[config.mk]
export PLATFORM = sky130hd
export DESIGN_NAME = dtc_top
export DESIGN_NICKNAME = d
export VERILOG_FILES = /design/src/hdl/dtc_pkg.sv /design/src/hdl/dtc_sync.sv /design/src/hdl/dtc_top.sv
export SDC_FILE = /design/constraint.sdc
export NUM_CORES = 1
export LEC_CHECK = 0
export BUFFER_PORTS_ARGS = -buffer_cell sky130_fd_sc_hd__buf_2
export CORE_MARGIN = 2
export CORE_UTILIZATION = 30
export CTS_CLUSTER_SIZE = 12
export DETAILED_ROUTE_END_ITERATION = 10
export PLACE_DENSITY = 0.5
export SKIP_LAST_GASP = 1
export SLEW_MARGIN = 10
export SYNTH_ARGS = -nofsm -noshare
export SYNTH_HDL_FRONTEND = slang
export SYNTH_SLANG_ARGS = --single-unit
export TNS_END_PERCENT = 1
[constraint.sdc]
create_clock -name i_sys_clk -period 6.96 [get_ports i_sys_clk]
set_clock_uncertainty 0.2 [all_clocks]
set_input_delay 1.044 -clock i_sys_clk [delete_from_list [all_inputs] [get_ports i_sys_clk]]
set_output_delay 1.044 -clock i_sys_clk [all_outputs]
set_load 0.01 [all_outputs]
[src/hdl/dtc_pkg.sv]
// Constants and types shared by the dual timer/counter unit.
// How it works
// - Timer function counts every twelve-clock machine cycle.
// - Counter samples pin once per cycle, counts falling.
// - Counted edge appears at next cycle's update phase.
// - Counter accepts events at most clock/24.
// - Function bit and two-bit mode chosen per timer.
// - Mode 0 counts thirteen bits, high plus low five.
// - Rollover to zero sets the timer's overflow flag.
// - Count when run set and gate allows; in split, high byte skips gate, timer one skips run.
// - Starting a timer never clears its count.
// - Gate bits are mode bit 7 and 3.
// - Mode 1 counts sixteen bits, flags wrap, continues.
// - Mode 2 reloads low byte from high byte.
// - Timer one in mode 3 holds its count.
// - Split mode low byte uses timer zero controls.
// - Split high byte times, uses timer one run/flag.
// - Split timer zero lets timer one run flagless.
package dtc_pkg;

	// Machine cycle of twelve clocks, numbered 0 to 11 as S1P1 .. S6P2.
	localparam int          MC_CLOCKS    = 12;
	localparam logic [3:0]  PH_LAST      = 4'(MC_CLOCKS - 1);
	localparam logic [3:0]  PH_SAMPLE    = 4'h9;
	localparam logic [3:0]  PH_UPDATE    = 4'h4;

	// Operating modes.
	localparam logic [1:0]  MODE_13BIT   = 2'h0;
	localparam logic [1:0]  MODE_16BIT   = 2'h1;
	localparam logic [1:0]  MODE_RELOAD  = 2'h2;
	localparam logic [1:0]  MODE_SPLIT   = 2'h3;

	// Byte offsets of the registers on the APB slave.
	localparam logic [7:0]  OFS_MODE     = 8'h00;
	localparam logic [7:0]  OFS_CTRL     = 8'h04;
	localparam logic [7:0]  OFS_LOW0     = 8'h08;
	localparam logic [7:0]  OFS_HIGH0    = 8'h0c;
	localparam logic [7:0]  OFS_LOW1     = 8'h10;
	localparam logic [7:0]  OFS_HIGH1    = 8'h14;
	localparam logic [7:0]  OFS_IRQ_STAT = 8'h18;
	localparam logic [7:0]  OFS_IRQ_MASK = 8'h1c;

	// Mode register fields.
	localparam int          MB_GATE1     = 7;
	localparam int          MB_FUNC1     = 6;
	localparam int          MB_MODE1     = 4;
	localparam int          MB_GATE0     = 3;
	localparam int          MB_FUNC0     = 2;
	localparam int          MB_MODE0     = 0;

	// Control register fields.
	localparam int          CB_OVF1      = 7;
	localparam int          CB_RUN1      = 6;
	localparam int          CB_OVF0      = 5;
	localparam int          CB_RUN0      = 4;

	// Interrupt status and mask fields.
	localparam int          IB_OVF0      = 0;
	localparam int          IB_OVF1      = 1;

	// Reset values.
	localparam logic [7:0]  RST_BYTE     = 8'h00;
	localparam logic [1:0]  RST_IRQ      = 2'h0;

endpackage

[src/hdl/dtc_sync.sv]
// Two-stage synchroniser for asynchronous input pins.
`timescale 1ns/1ns
module dtc_sync #(
	parameter int W = 1
) (
	// Clock and reset.
	input  wire logic         i_sys_clk,
	input  wire logic         i_nrst,
	// Asynchronous input and synchronised output.
	input  wire logic [W-1:0] i_async,
	output logic      [W-1:0] o_sync
);

	typedef struct packed {
		logic [W-1:0] meta;
		logic [W-1:0] stable;
	} dtc_sync_state_t;

	dtc_sync_state_t q_reg;
	dtc_sync_state_t q_next;

	// The first stage feeds only the second, so a metastable value never spreads.
	always_comb
	begin
		q_next        = q_reg;
		q_next.meta   = i_async;
		q_next.stable = q_reg.meta;
	end

	// State register.
	always_ff @(posedge i_sys_clk or negedge i_nrst)
	begin
		if (!i_nrst)
			q_reg <= '0;
		else
			q_reg <= q_next;
	end

	assign o_sync = q_reg.stable;

endmodule

[src/hdl/dtc_top.sv]
// Dual 16-bit timer/counter unit with an APB register slave.
`timescale 1ns/1ns
module dtc_top (
	// Clock and reset.
	input  wire logic        i_sys_clk,
	input  wire logic        i_nrst,
	// APB slave.
	input  wire logic        i_psel,
	input  wire logic        i_penable,
	input  wire logic        i_pwrite,
	input  wire logic [7:0]  i_paddr,
	input  wire logic [31:0] i_pwdata,
	output logic      [31:0] o_prdata,
	output logic             o_pready,
	output logic             o_pslverr,
	// External pins.
	input  wire logic        i_event_input_zero,
	input  wire logic        i_event_input_one,
	input  wire logic        i_gate_pin_zero,
	input  wire logic        i_gate_pin_one,
	// Interrupt and baud tick.
	output logic             o_irq,
	output logic             o_baud_tick
);
	import dtc_pkg::*;

	// All state lives in one packed struct. The phase field walks the
	// twelve clocks of a machine cycle; smp and pend hold the last pin
	// sample and an edge still waiting for its update phase. The APB
	// answer fields are kept here too so every output leaves a flip-flop.
	typedef struct packed {
		logic [3:0]  phase;
		logic [7:0]  timer_mode_register;
		logic        run_bit_timer_zero;
		logic        run_bit_timer_one;
		logic        overflow_flag_timer_zero;
		logic        overflow_flag_timer_one;
		logic [7:0]  count_low_byte_zero;
		logic [7:0]  count_high_byte_zero;
		logic [7:0]  count_low_byte_one;
		logic [7:0]  count_high_byte_one;
		logic        smp0;
		logic        smp1;
		logic        pend0;
		logic        pend1;
		logic [1:0]  irq_stat;
		logic [1:0]  irq_mask;
		logic [31:0] prdata;
		logic        pready;
		logic        pslverr;
		logic        irq;
		logic        baud_tick;
	} dtc_state_t;

	dtc_state_t q_reg;
	dtc_state_t q_next;

	// Synchronised pin levels, one bit per pin.
	logic [3:0] pins_sync;
	logic       ev0;
	logic       ev1;
	logic       gp0;
	logic       gp1;

	// The sync adds two clocks of latency to every pin; an edge in the two clocks
	// before the sample phase is therefore seen one machine cycle later.
	// Every pin is asynchronous, so all four pass the two-stage synchroniser.
	dtc_sync #(
		.W (4)
	) u_pin_sync (
		.i_sys_clk (i_sys_clk),
		.i_nrst    (i_nrst),
		.i_async   ({i_gate_pin_one, i_gate_pin_zero, i_event_input_one, i_event_input_zero}),
		.o_sync    (pins_sync)
	);

	assign ev0 = pins_sync[0];
	assign ev1 = pins_sync[1];
	assign gp0 = pins_sync[2];
	assign gp1 = pins_sync[3];

	// The step function keeps the counting arithmetic in one place so that
	// both timers share exactly the same behaviour in modes 0 to 2. Bit 16 of the
	// result is the rollover, which the caller turns into a flag.
	// In thirteen-bit mode the carry leaves the fifth low bit straight into
	// the high byte; the three upper low bits are passed through untouched
	// because software must ignore them anyway.
	// One count step: returns {overflow, high, low} for the given mode.
	function automatic logic [16:0] dtc_step(
		input logic [1:0] m,
		input logic [7:0] l,
		input logic [7:0] h
	);
		logic [13:0] s13;
		logic [16:0] s16;
		logic [8:0]  s8;
		logic [16:0] r;
		s13 = {1'b0, h, l[4:0]} + 14'h0001;
		s16 = {1'b0, h, l} + 17'h00001;
		s8  = {1'b0, l} + 9'h001;
		case (m)
			MODE_13BIT:
				r = {s13[13], s13[12:5], l[7:5], s13[4:0]};
			MODE_16BIT:
				r = s16;
			MODE_RELOAD:
				r = s8[8] ? {1'b1, h, h} : {1'b0, h, s8[7:0]};
			default:
				r = {s8[8], h, s8[7:0]};
		endcase
		return r;
	endfunction

	// Only the eight word offsets below answer without an error; any other
	// address reads as zero and a write to it is dropped.
	// Address decode for the APB slave.
	function automatic logic dtc_mapped(input logic [7:0] a);
		logic hit;
		hit = 1'b0;
		case (a)
			OFS_MODE, OFS_CTRL, OFS_LOW0, OFS_HIGH0,
			OFS_LOW1, OFS_HIGH1, OFS_IRQ_STAT, OFS_IRQ_MASK:
				hit = 1'b1;
			default:
				hit = 1'b0;
		endcase
		return hit;
	endfunction

	// Next-state logic: phase sequencer, edge detect, counting, APB, flags.
	always_comb
	begin
		logic [1:0]  mode0;
		logic [1:0]  mode1;
		logic        split0;
		logic        tick0;
		logic        tick1;
		logic        en0;
		logic        en1;
		logic [16:0] st0;
		logic [16:0] st1;
		logic [8:0]  hs;
		logic        ovf0_ev;
		logic        ovf1_ev;
		logic        acc;
		logic        wr;
		logic [7:0]  wd;
		logic [7:0]  rd;
		mode0   = q_reg.timer_mode_register[MB_MODE0 +: 2];
		mode1   = q_reg.timer_mode_register[MB_MODE1 +: 2];
		split0  = (mode0 == MODE_SPLIT);
		tick0   = 1'b0;
		tick1   = 1'b0;
		en0     = 1'b0;
		en1     = 1'b0;
		st0     = '0;
		st1     = '0;
		hs      = '0;
		ovf0_ev = 1'b0;
		ovf1_ev = 1'b0;
		acc     = i_psel & i_penable;
		wr      = acc & q_reg.pready & i_pwrite & dtc_mapped(i_paddr);
		wd      = i_pwdata[7:0];
		rd      = 8'h00;

		q_next           = q_reg;
		q_next.pready    = 1'b0;
		q_next.pslverr   = 1'b0;
		q_next.baud_tick = 1'b0;

		// The phase counter is free running from reset, so the first machine
		// cycle after reset is a full one and the first update comes at phase 4.
		// Machine cycle sequencer of twelve clocks.
		q_next.phase = (q_reg.phase == PH_LAST) ? 4'h0 : q_reg.phase + 4'h1;

		// Pins are sampled once per machine cycle; a high then low pair marks an edge.
		// One sample per cycle and a two-cycle detect caps the event rate at clock/24.
		// The pending bit waits for the next update phase.
		if (q_reg.phase == PH_SAMPLE)
		begin
			if (q_reg.smp0 && !ev0)
				q_next.pend0 = 1'b1;
			if (q_reg.smp1 && !ev1)
				q_next.pend1 = 1'b1;
			q_next.smp0 = ev0;
			q_next.smp1 = ev1;
		end

		// All counts move at the update phase, the cycle after the edge was seen.
		if (q_reg.phase == PH_UPDATE)
		begin
			q_next.pend0 = 1'b0;
			q_next.pend1 = 1'b0;
			tick0 = q_reg.timer_mode_register[MB_FUNC0] ? q_reg.pend0 : 1'b1;
			tick1 = q_reg.timer_mode_register[MB_FUNC1] ? q_reg.pend1 : 1'b1;
			en0 = q_reg.run_bit_timer_zero
				& (!q_reg.timer_mode_register[MB_GATE0] | gp0);
			// With timer zero split, timer one loses its run bit and runs by mode.
			if (split0)
				en1 = !q_reg.timer_mode_register[MB_GATE1] | gp1;
			else
				en1 = q_reg.run_bit_timer_one
					& (!q_reg.timer_mode_register[MB_GATE1] | gp1);

			// Timer zero; counts are never cleared by starting.
			if (en0 && tick0)
			begin
				st0 = dtc_step(mode0, q_reg.count_low_byte_zero, q_reg.count_high_byte_zero);
				q_next.count_low_byte_zero = st0[7:0];
				if (!split0)
					q_next.count_high_byte_zero = st0[15:8];
				ovf0_ev = st0[16];
			end

			// The split high byte ignores both gate bits: it is a pure machine
			// cycle timer.
			// Split high byte: machine cycle timer owned by timer one's run bit.
			if (split0 && q_reg.run_bit_timer_one)
			begin
				hs = {1'b0, q_reg.count_high_byte_zero} + 9'h001;
				q_next.count_high_byte_zero = hs[7:0];
				ovf1_ev = hs[8];
			end

			// Timer one still produces its baud tick while timer zero is split.
			// Timer one in its own mode 3 simply holds.
			if (en1 && tick1 && mode1 != MODE_SPLIT)
			begin
				st1 = dtc_step(mode1, q_reg.count_low_byte_one, q_reg.count_high_byte_one);
				q_next.count_low_byte_one  = st1[7:0];
				q_next.count_high_byte_one = st1[15:8];
				q_next.baud_tick           = st1[16];
				if (!split0)
					ovf1_ev = st1[16];
			end
		end

		// The slave always inserts exactly one wait state: the first access edge
		// latches read data and the error bit, the second completes the transfer.
		// A master that drops penable early simply restarts the wait.
		// APB access phase: one wait state, data and error latched with pready.
		if (acc && !q_reg.pready)
		begin
			case (i_paddr)
				OFS_MODE:
					rd = q_reg.timer_mode_register;
				OFS_CTRL:
					rd = {q_reg.overflow_flag_timer_one, q_reg.run_bit_timer_one,
						q_reg.overflow_flag_timer_zero, q_reg.run_bit_timer_zero, 4'h0};
				OFS_LOW0:
					rd = q_reg.count_low_byte_zero;
				OFS_HIGH0:
					rd = q_reg.count_high_byte_zero;
				OFS_LOW1:
					rd = q_reg.count_low_byte_one;
				OFS_HIGH1:
					rd = q_reg.count_high_byte_one;
				OFS_IRQ_STAT:
					rd = {6'h00, q_reg.irq_stat};
				OFS_IRQ_MASK:
					rd = {6'h00, q_reg.irq_mask};
				default:
					rd = 8'h00;
			endcase
			q_next.pready  = 1'b1;
			q_next.prdata  = {24'h000000, rd};
			q_next.pslverr = !dtc_mapped(i_paddr);
		end

		// Only the low byte of the write data is used; the upper bits are ignored
		// rather than flagged, which keeps byte-wide drivers simple.
		// Writes land at the completing edge and win over a count in the same cycle.
		if (wr)
		begin
			case (i_paddr)
				OFS_MODE:
					q_next.timer_mode_register = wd;
				OFS_CTRL:
				begin
					q_next.run_bit_timer_zero       = wd[CB_RUN0];
					q_next.run_bit_timer_one        = wd[CB_RUN1];
					q_next.overflow_flag_timer_zero = wd[CB_OVF0];
					q_next.overflow_flag_timer_one  = wd[CB_OVF1];
				end
				OFS_LOW0:
					q_next.count_low_byte_zero = wd;
				OFS_HIGH0:
					q_next.count_high_byte_zero = wd;
				OFS_LOW1:
					q_next.count_low_byte_one = wd;
				OFS_HIGH1:
					q_next.count_high_byte_one = wd;
				OFS_IRQ_STAT:
					q_next.irq_stat = q_reg.irq_stat & ~wd[1:0];
				OFS_IRQ_MASK:
					q_next.irq_mask = wd[1:0];
				default:
					q_next.irq_mask = q_reg.irq_mask;
			endcase
		end

		// Hardware sets come last so an overflow beats a clear in the same cycle.
		if (ovf0_ev)
		begin
			q_next.overflow_flag_timer_zero = 1'b1;
			q_next.irq_stat[IB_OVF0]        = 1'b1;
		end
		if (ovf1_ev)
		begin
			q_next.overflow_flag_timer_one = 1'b1;
			q_next.irq_stat[IB_OVF1]       = 1'b1;
		end

		// The interrupt level is taken from the next state so that it rises at
		// the same edge as the flag, not one cycle later.
		q_next.irq = |(q_next.irq_stat & q_next.irq_mask);
	end

	// Reset clears the whole struct first; the named fields below repeat the
	// package reset values so a change of those constants is seen here.
	// State register; reset leaves every timer stopped at zero.
	always_ff @(posedge i_sys_clk or negedge i_nrst)
	begin
		if (!i_nrst)
		begin
			q_reg                          <= '0;
			q_reg.timer_mode_register      <= RST_BYTE;
			q_reg.count_low_byte_zero      <= RST_BYTE;
			q_reg.count_high_byte_zero     <= RST_BYTE;
			q_reg.count_low_byte_one       <= RST_BYTE;
			q_reg.count_high_byte_one      <= RST_BYTE;
			q_reg.irq_stat                 <= RST_IRQ;
			q_reg.irq_mask                 <= RST_IRQ;
		end
		else
			q_reg <= q_next;
	end

	// No output is decoded combinationally, so the bus and the interrupt line
	// never glitch while the state settles.
	// Outputs straight from the state register.
	assign o_prdata    = q_reg.prdata;
	assign o_pready    = q_reg.pready;
	assign o_pslverr   = q_reg.pslverr;
	assign o_irq       = q_reg.irq;
	assign o_baud_tick = q_reg.baud_tick;

endmodule

Word-level counts from Yosys, hierarchy flattened
Memory sizes are Yosys's and may differ from the RTL's.
Index checks and enable logic that the tools add are counted.
- register bits after elaboration: 76
- memory bits (read-only): 64
- input port bits: 49
- output and inout bits: 36
- memories: 2
- memory list (name ; words ; width ; rd ports ; clocked after memory_dff ; wr ports ; line ; source):
    (no name shown) ; 32 ; 1 ; 1 ; 0 ; 0 ; dtc_top.sv:120 ; case (a)
    (no name shown) ; 32 ; 1 ; 1 ; 0 ; 0 ; dtc_top.sv:120 ;
- add/sub/neg operators: 8
- equality and inequality tests: 16
- muxes and demuxes: 44
- bitwise logic cells: 11
- reduce and logical (&&, ||, !) cells: 31
- operator list (cell ; number):
    $pmux W17 S3 ; 2
    $pmux W8 S8 ; 1
    $mux W8 ; 6
    $add A16 B1 Y17 const B ; 2
    $mux W17 ; 2
    $mux W34 ; 1
    $eq A8 B5 Y1 const B ; 4
    $mux W16 ; 2
    $mux W32 ; 1
    $add A13 B1 Y14 const B ; 2
    $add A8 B1 Y9 const B ; 3
    $mux W1 ; 21
    $eq A8 B4 Y1 const B ; 2
    $reduce_bool A2 Y1 ; 7
    $mux W2 ; 6
    $reduce_and A2 Y1 ; 6
    $eq A4 B4 Y1 const B ; 2
    $eq A8 B3 Y1 const B ; 1
    $logic_not A8 Y1 ; 1
    $mux W4 ; 2
    $logic_and A1 B1 Y1 ; 7
    $and A1 B1 Y1 ; 6
    $eq A2 B2 Y1 const B ; 3
    $logic_not A1 Y1 ; 6
    other kinds (10) ; 14

Longest topological paths before layout
- depth in word-level cells: 12
- depth in mapped cells: 10
- gate-level depth less buffers: 8

By module
Synthesis repeated with hierarchy kept, for this count alone.
- cells, all modules: 574
- area, all modules: 5019.8 um^2
- modules (own cells, without submodules) (module ; times used ; cells each ; area an instance (um^2) ; sequential area each (um^2)):
    dtc_top ; 1 ; 566 ; 4819.6 ; 1701.6
    dtc_sync ; 1 ; 8 ; 200.2 ; 200.2

Worst setup path after synthesis
No wires, ideal clock.
- path kind: input to register
- start: input i_paddr[6]
- end: register q_reg, in the netlist o_irq
- setup time: 0.125 ns
- arrival: 2.549 ns
- slack: 4.085 ns
- stages on the path: 5
- path through: or3b_1 -> or2_2 -> nor2_1 -> mux2_2 -> a2bb2o_1
- RTL lines (what ; line ; source):
    from (decl) ; dtc_top.sv:11 ; input wire logic [7:0] i_paddr,
    to (signal assigned) ; dtc_top.sv:336 ; q_reg <= q_next;
    to (decl) ; dtc_top.sv:55 ; dtc_state_t q_reg;

==> results.txt <==
----------------------------------------------------
[Status]
  Run status ... complete, no violations

[Setup path]
  Endpoint arrival time on the critical path ... 3220 ps
  Startpoint kind of the worst setup timing path ... input port
  Critical-path maximum fanout ... 11
  Sort of element at the end of the critical path ... register
  Path type of the worst setup path ... in2reg
  Worst endpoint required time ... 6980 ps

[Synthesis]
  Leading register cell type out of synthesis ... sky130_fd_sc_hd__dfrtp_1
  Synth top area share ... about two fifths
  Count leader, synth ... sky130_fd_sc_hd__dfrtp_1
  Dominant cells by area after synthesis ... sky130_fd_sc_hd__dfrtp_1 (39%), sky130_fd_sc_hd__buf_4 (4.9%), sky130_fd_sc_hd__nand2_1 (4.8%)
  Cell area after technology mapping ... 4900 sq um
  Mean cell area of the mapped netlist ... ~8.6 sq um
  Number of enable-type register cells in the synthesized netlist ... 0
  Count of unique library cells instantiated by Yosys ... 66
  Count of warnings emitted by yosys ... 0
  Cell type with the largest total area after synthesis ... sky130_fd_sc_hd__dfrtp_1
  Flip-flop and latch count after synthesis ... 76
  Gate count of the mapped netlist ... 571
  Most instantiated cells after synthesis ... sky130_fd_sc_hd__dfrtp_1 (76), sky130_fd_sc_hd__nand2_1 (62), sky130_fd_sc_hd__nor2_1 (43), sky130_fd_sc_hd__o21ai_0 (41), sky130_fd_sc_hd__buf_4 (32)
  Share of the yosys chip area belonging to registers ... ~39%
  Async set or reset register ratio after synthesis ... between 90% and 100%

[Clocking]
  Number of post-CTS setup repair buffers ... 0
  CTS Hold Bufs ... 0
  Htree depth ... 3
  Buffers from clock root to sink, at most ... 2
  Number of CTS-inserted buffers ... 9
  Clock latency on the worst-skew pair ... 350 ps
  CTS tree ... done
  Number of sinks on the clock net ... 76
  Post-CTS clock slew at the launch and capture registers of the worst setup and hold paths ... about 70 ps
  Clock tree root driver cell ... sky130_fd_sc_hd__clkbuf_16
  Post-CTS sizing ... 0

[Final layout]
  Area growth from synthesis to layout ... 10.9%
  Non-filler cells in the finished layout ... about 800
  Proportion of layout cells with a drive suffix above 1 ... 12.8%
  Flip-flop count of the largest register, all copies and words added ... 56
  Diodes inserted ... 0
  Net count, final ... approximately 640
  Storage element area ... around 1900 sq um
  Fill count ... 1679
  Multi-input gate area ... between 2000 and 3000 sq um
  Non-Filler Cell Area, Final ... 5430 sq um

[Job]
  Max-cap violations ... 0

[Placement]
  Final weighted congestion in routability-driven placement ... a little under 0.9
  Detailed placer's ending HPWL ... between 10 and 15 mm
  Placed Instance Area ... a little over 5000 sq um
  Pre-CTS worst setup slack ... approximately 3500 ps
  Placed cells ... 792
  Port Buffers ... 36

[Timing]
  Setup violations, final ... 0
  Setup repair after global routing missed its margin ... false
  Count of endpoints failing hold in the final timing report ... 0
  Tightest slew margin relative to the limit ... about a third
  Setup TNS ... 0 ps
  Final worst setup slack ... 3760 ps
  Number of pins exceeding their max-slew limit in the final report ... 0
  Portion of the clock cycle consumed by the worst path in the final layout ... 45.9%
  Highest clock frequency the design can meet ... about 310 MHz
  Transition time at the pin with the least slew margin ... around 1000 ps
  Worst hold margin ... between 150 and 200 ps
  Minimum clock period after layout ... roughly 3200 ps

[Pwr]
  Peak supply drop ... roughly 0.00012 V
  Leakage ... ~2.2 nW
  Power density normalized to cell area ... 188 nW/um^2

[Detailed routing]
  Number of design rule violations left after detail routing ... 0
  WL/cell ... 18.9 um
  Final wirelength ... approximately 15 mm
  Initial detailed-routing violation count ... 570
  First-pass iteration count of the detailed router ... 6
  Overall via count from detail_route ... 4582
  Routed Antenna Nets ... 0
  Per-cell via count in the routed design ... roughly 5.7

[Floorplan]
  Area of the core ... ~16000 sq um
  Die height ... 132 um
  Die area ... 17400 sq um
  Initial Utilization ... 30.7%
  Die width ... ~130 um
  Standard-cell rows ... between 40 and 50
  IO Count ... 85

[Global routing]
  Overall fraction of global-route tracks in use ... around 18%
  Largest net degree at the start of global routing ... 75
  Global-route wire length before repair ... between 20 and 25 mm
  Aggregate global routing overflow ... 0
  Antenna violations before repair ... 0
  Via count of the first global-routing pass ... around 4300

[Min path]
  Path category of the worst min-delay check ... reg2reg

----------------------------------------------------
[where the power goes]
| group | switching (W) | internal, W | total [W] | leakage [nW] |
|---|---|---|---|---|
| sequential | 0.00000268 | 0.000448 | 0.000450 | 0.877 |
| combinational | 0.0000367 | 0.0000119 | 0.0000486 | 1.20 |
| clock | 0.000206 | 0.000317 | 0.000522 | 0.156 |
[final timing paths]
check | cells after the start | endpoint | slack, ps | from
min in group asynchronous | 1 | u_pin_sync.q_next[3]$_DFF_PN0_ | 270 | i_nrst
max in group asynchronous | 2 | o_pslverr$_DFF_PN0_ | 5140 | i_nrst
worst min register to register | 0 | u_pin_sync.o_sync[2]$_DFF_PN0_ | 150 | u_pin_sync.q_next[2]$_DFF_PN0_
worst min-delay path | 0 | u_pin_sync.o_sync[2]$_DFF_PN0_ | 150 | u_pin_sync.q_next[2]$_DFF_PN0_
worst max-delay path | 7 | q_reg[50]$_DFF_PN0_ | 3760 | i_paddr[5]
worst max register to register | 6 | q_reg[48]$_DFF_PN0_ | 3860 | q_reg[81]$_DFFE_PN0P_
[stage by stage]
| stage | power [W] | util, % |
|---|---|---|
| 2_1_floorplan | 0.000489 | - |
| 4_1_cts | 0.00103 | 34.1 |
| 5_1_grt | 0.00105 | 34.1 |
| 3_5_place_dp | 0.000508 | 32.0 |
| 6_report | 0.00102 | 34.1 |
| 3_3_place_gp | 0.000507 | 32.0 |
[metal layers]
| layer | part of all wire [%] | global-route usage (%) |
|---|---|---|
| met2 | 44 | 26.5 |
| met3 | 6.9 | 2.61 |
| met5 | 0 | 0 |
| met4 | 2.9 | 7.91 |
| met1 | 46 | 25.6 |
[layout make-up]
| type | instances | share of cell area [%] |
|---|---|---|
| clock buffer | 9 | 4.15 |
| clock inverter | 7 | 1.82 |
| inverter | 16 | 1.11 |
| multi-input combinational | 446 | 49.3 |
| sequential | 76 | 35.0 |
| tap | 216 | 4.98 |
| timing repair buffer | 38 | 3.64 |
[cell usage in the layout, fill, tap and decap left out, types with 12 or more instances in the layout]
cell,synthesis,layout
sky130_fd_sc_hd__a21oi_1,23,23
sky130_fd_sc_hd__nor3_1,24,24
sky130_fd_sc_hd__nand4_1,13,13
sky130_fd_sc_hd__conb_1,1,24
sky130_fd_sc_hd__a22oi_1,15,15
sky130_fd_sc_hd__nor2_1,43,43
sky130_fd_sc_hd__nand3_1,21,21
sky130_fd_sc_hd__buf_2,7,35
sky130_fd_sc_hd__inv_1,16,16
sky130_fd_sc_hd__a31oi_1,19,19
sky130_fd_sc_hd__o21ai_0,41,41
sky130_fd_sc_hd__nand2_1,62,62
sky130_fd_sc_hd__dfrtp_1,76,76
sky130_fd_sc_hd__and3_1,12,12
[cells by family after synthesis]
family                   after synthesis  synth area share, %
AND/OR/NAND/NOR                      230                 24.0
adder cells (fa/ha/maj)                7                 1.74
buffers and inverters                 72                 8.30
other                                  1               0.0766
XOR/XNOR                               6                 1.07
AO/OA/AOI/OAI                        161                 22.0
multiplexers                          18                 3.96
flip-flops                            76                 38.8
[worst max-delay path, cell delays in order]
cell	delay [ps]
sky130_fd_sc_hd__buf_2	110
sky130_fd_sc_hd__nor3_1	460
sky130_fd_sc_hd__and3_1	290
sky130_fd_sc_hd__nand2_1	100
sky130_fd_sc_hd__nor2_1	760
sky130_fd_sc_hd__nor3_1	90
sky130_fd_sc_hd__a221o_1	360
Power figures use the tool's default switching activity.
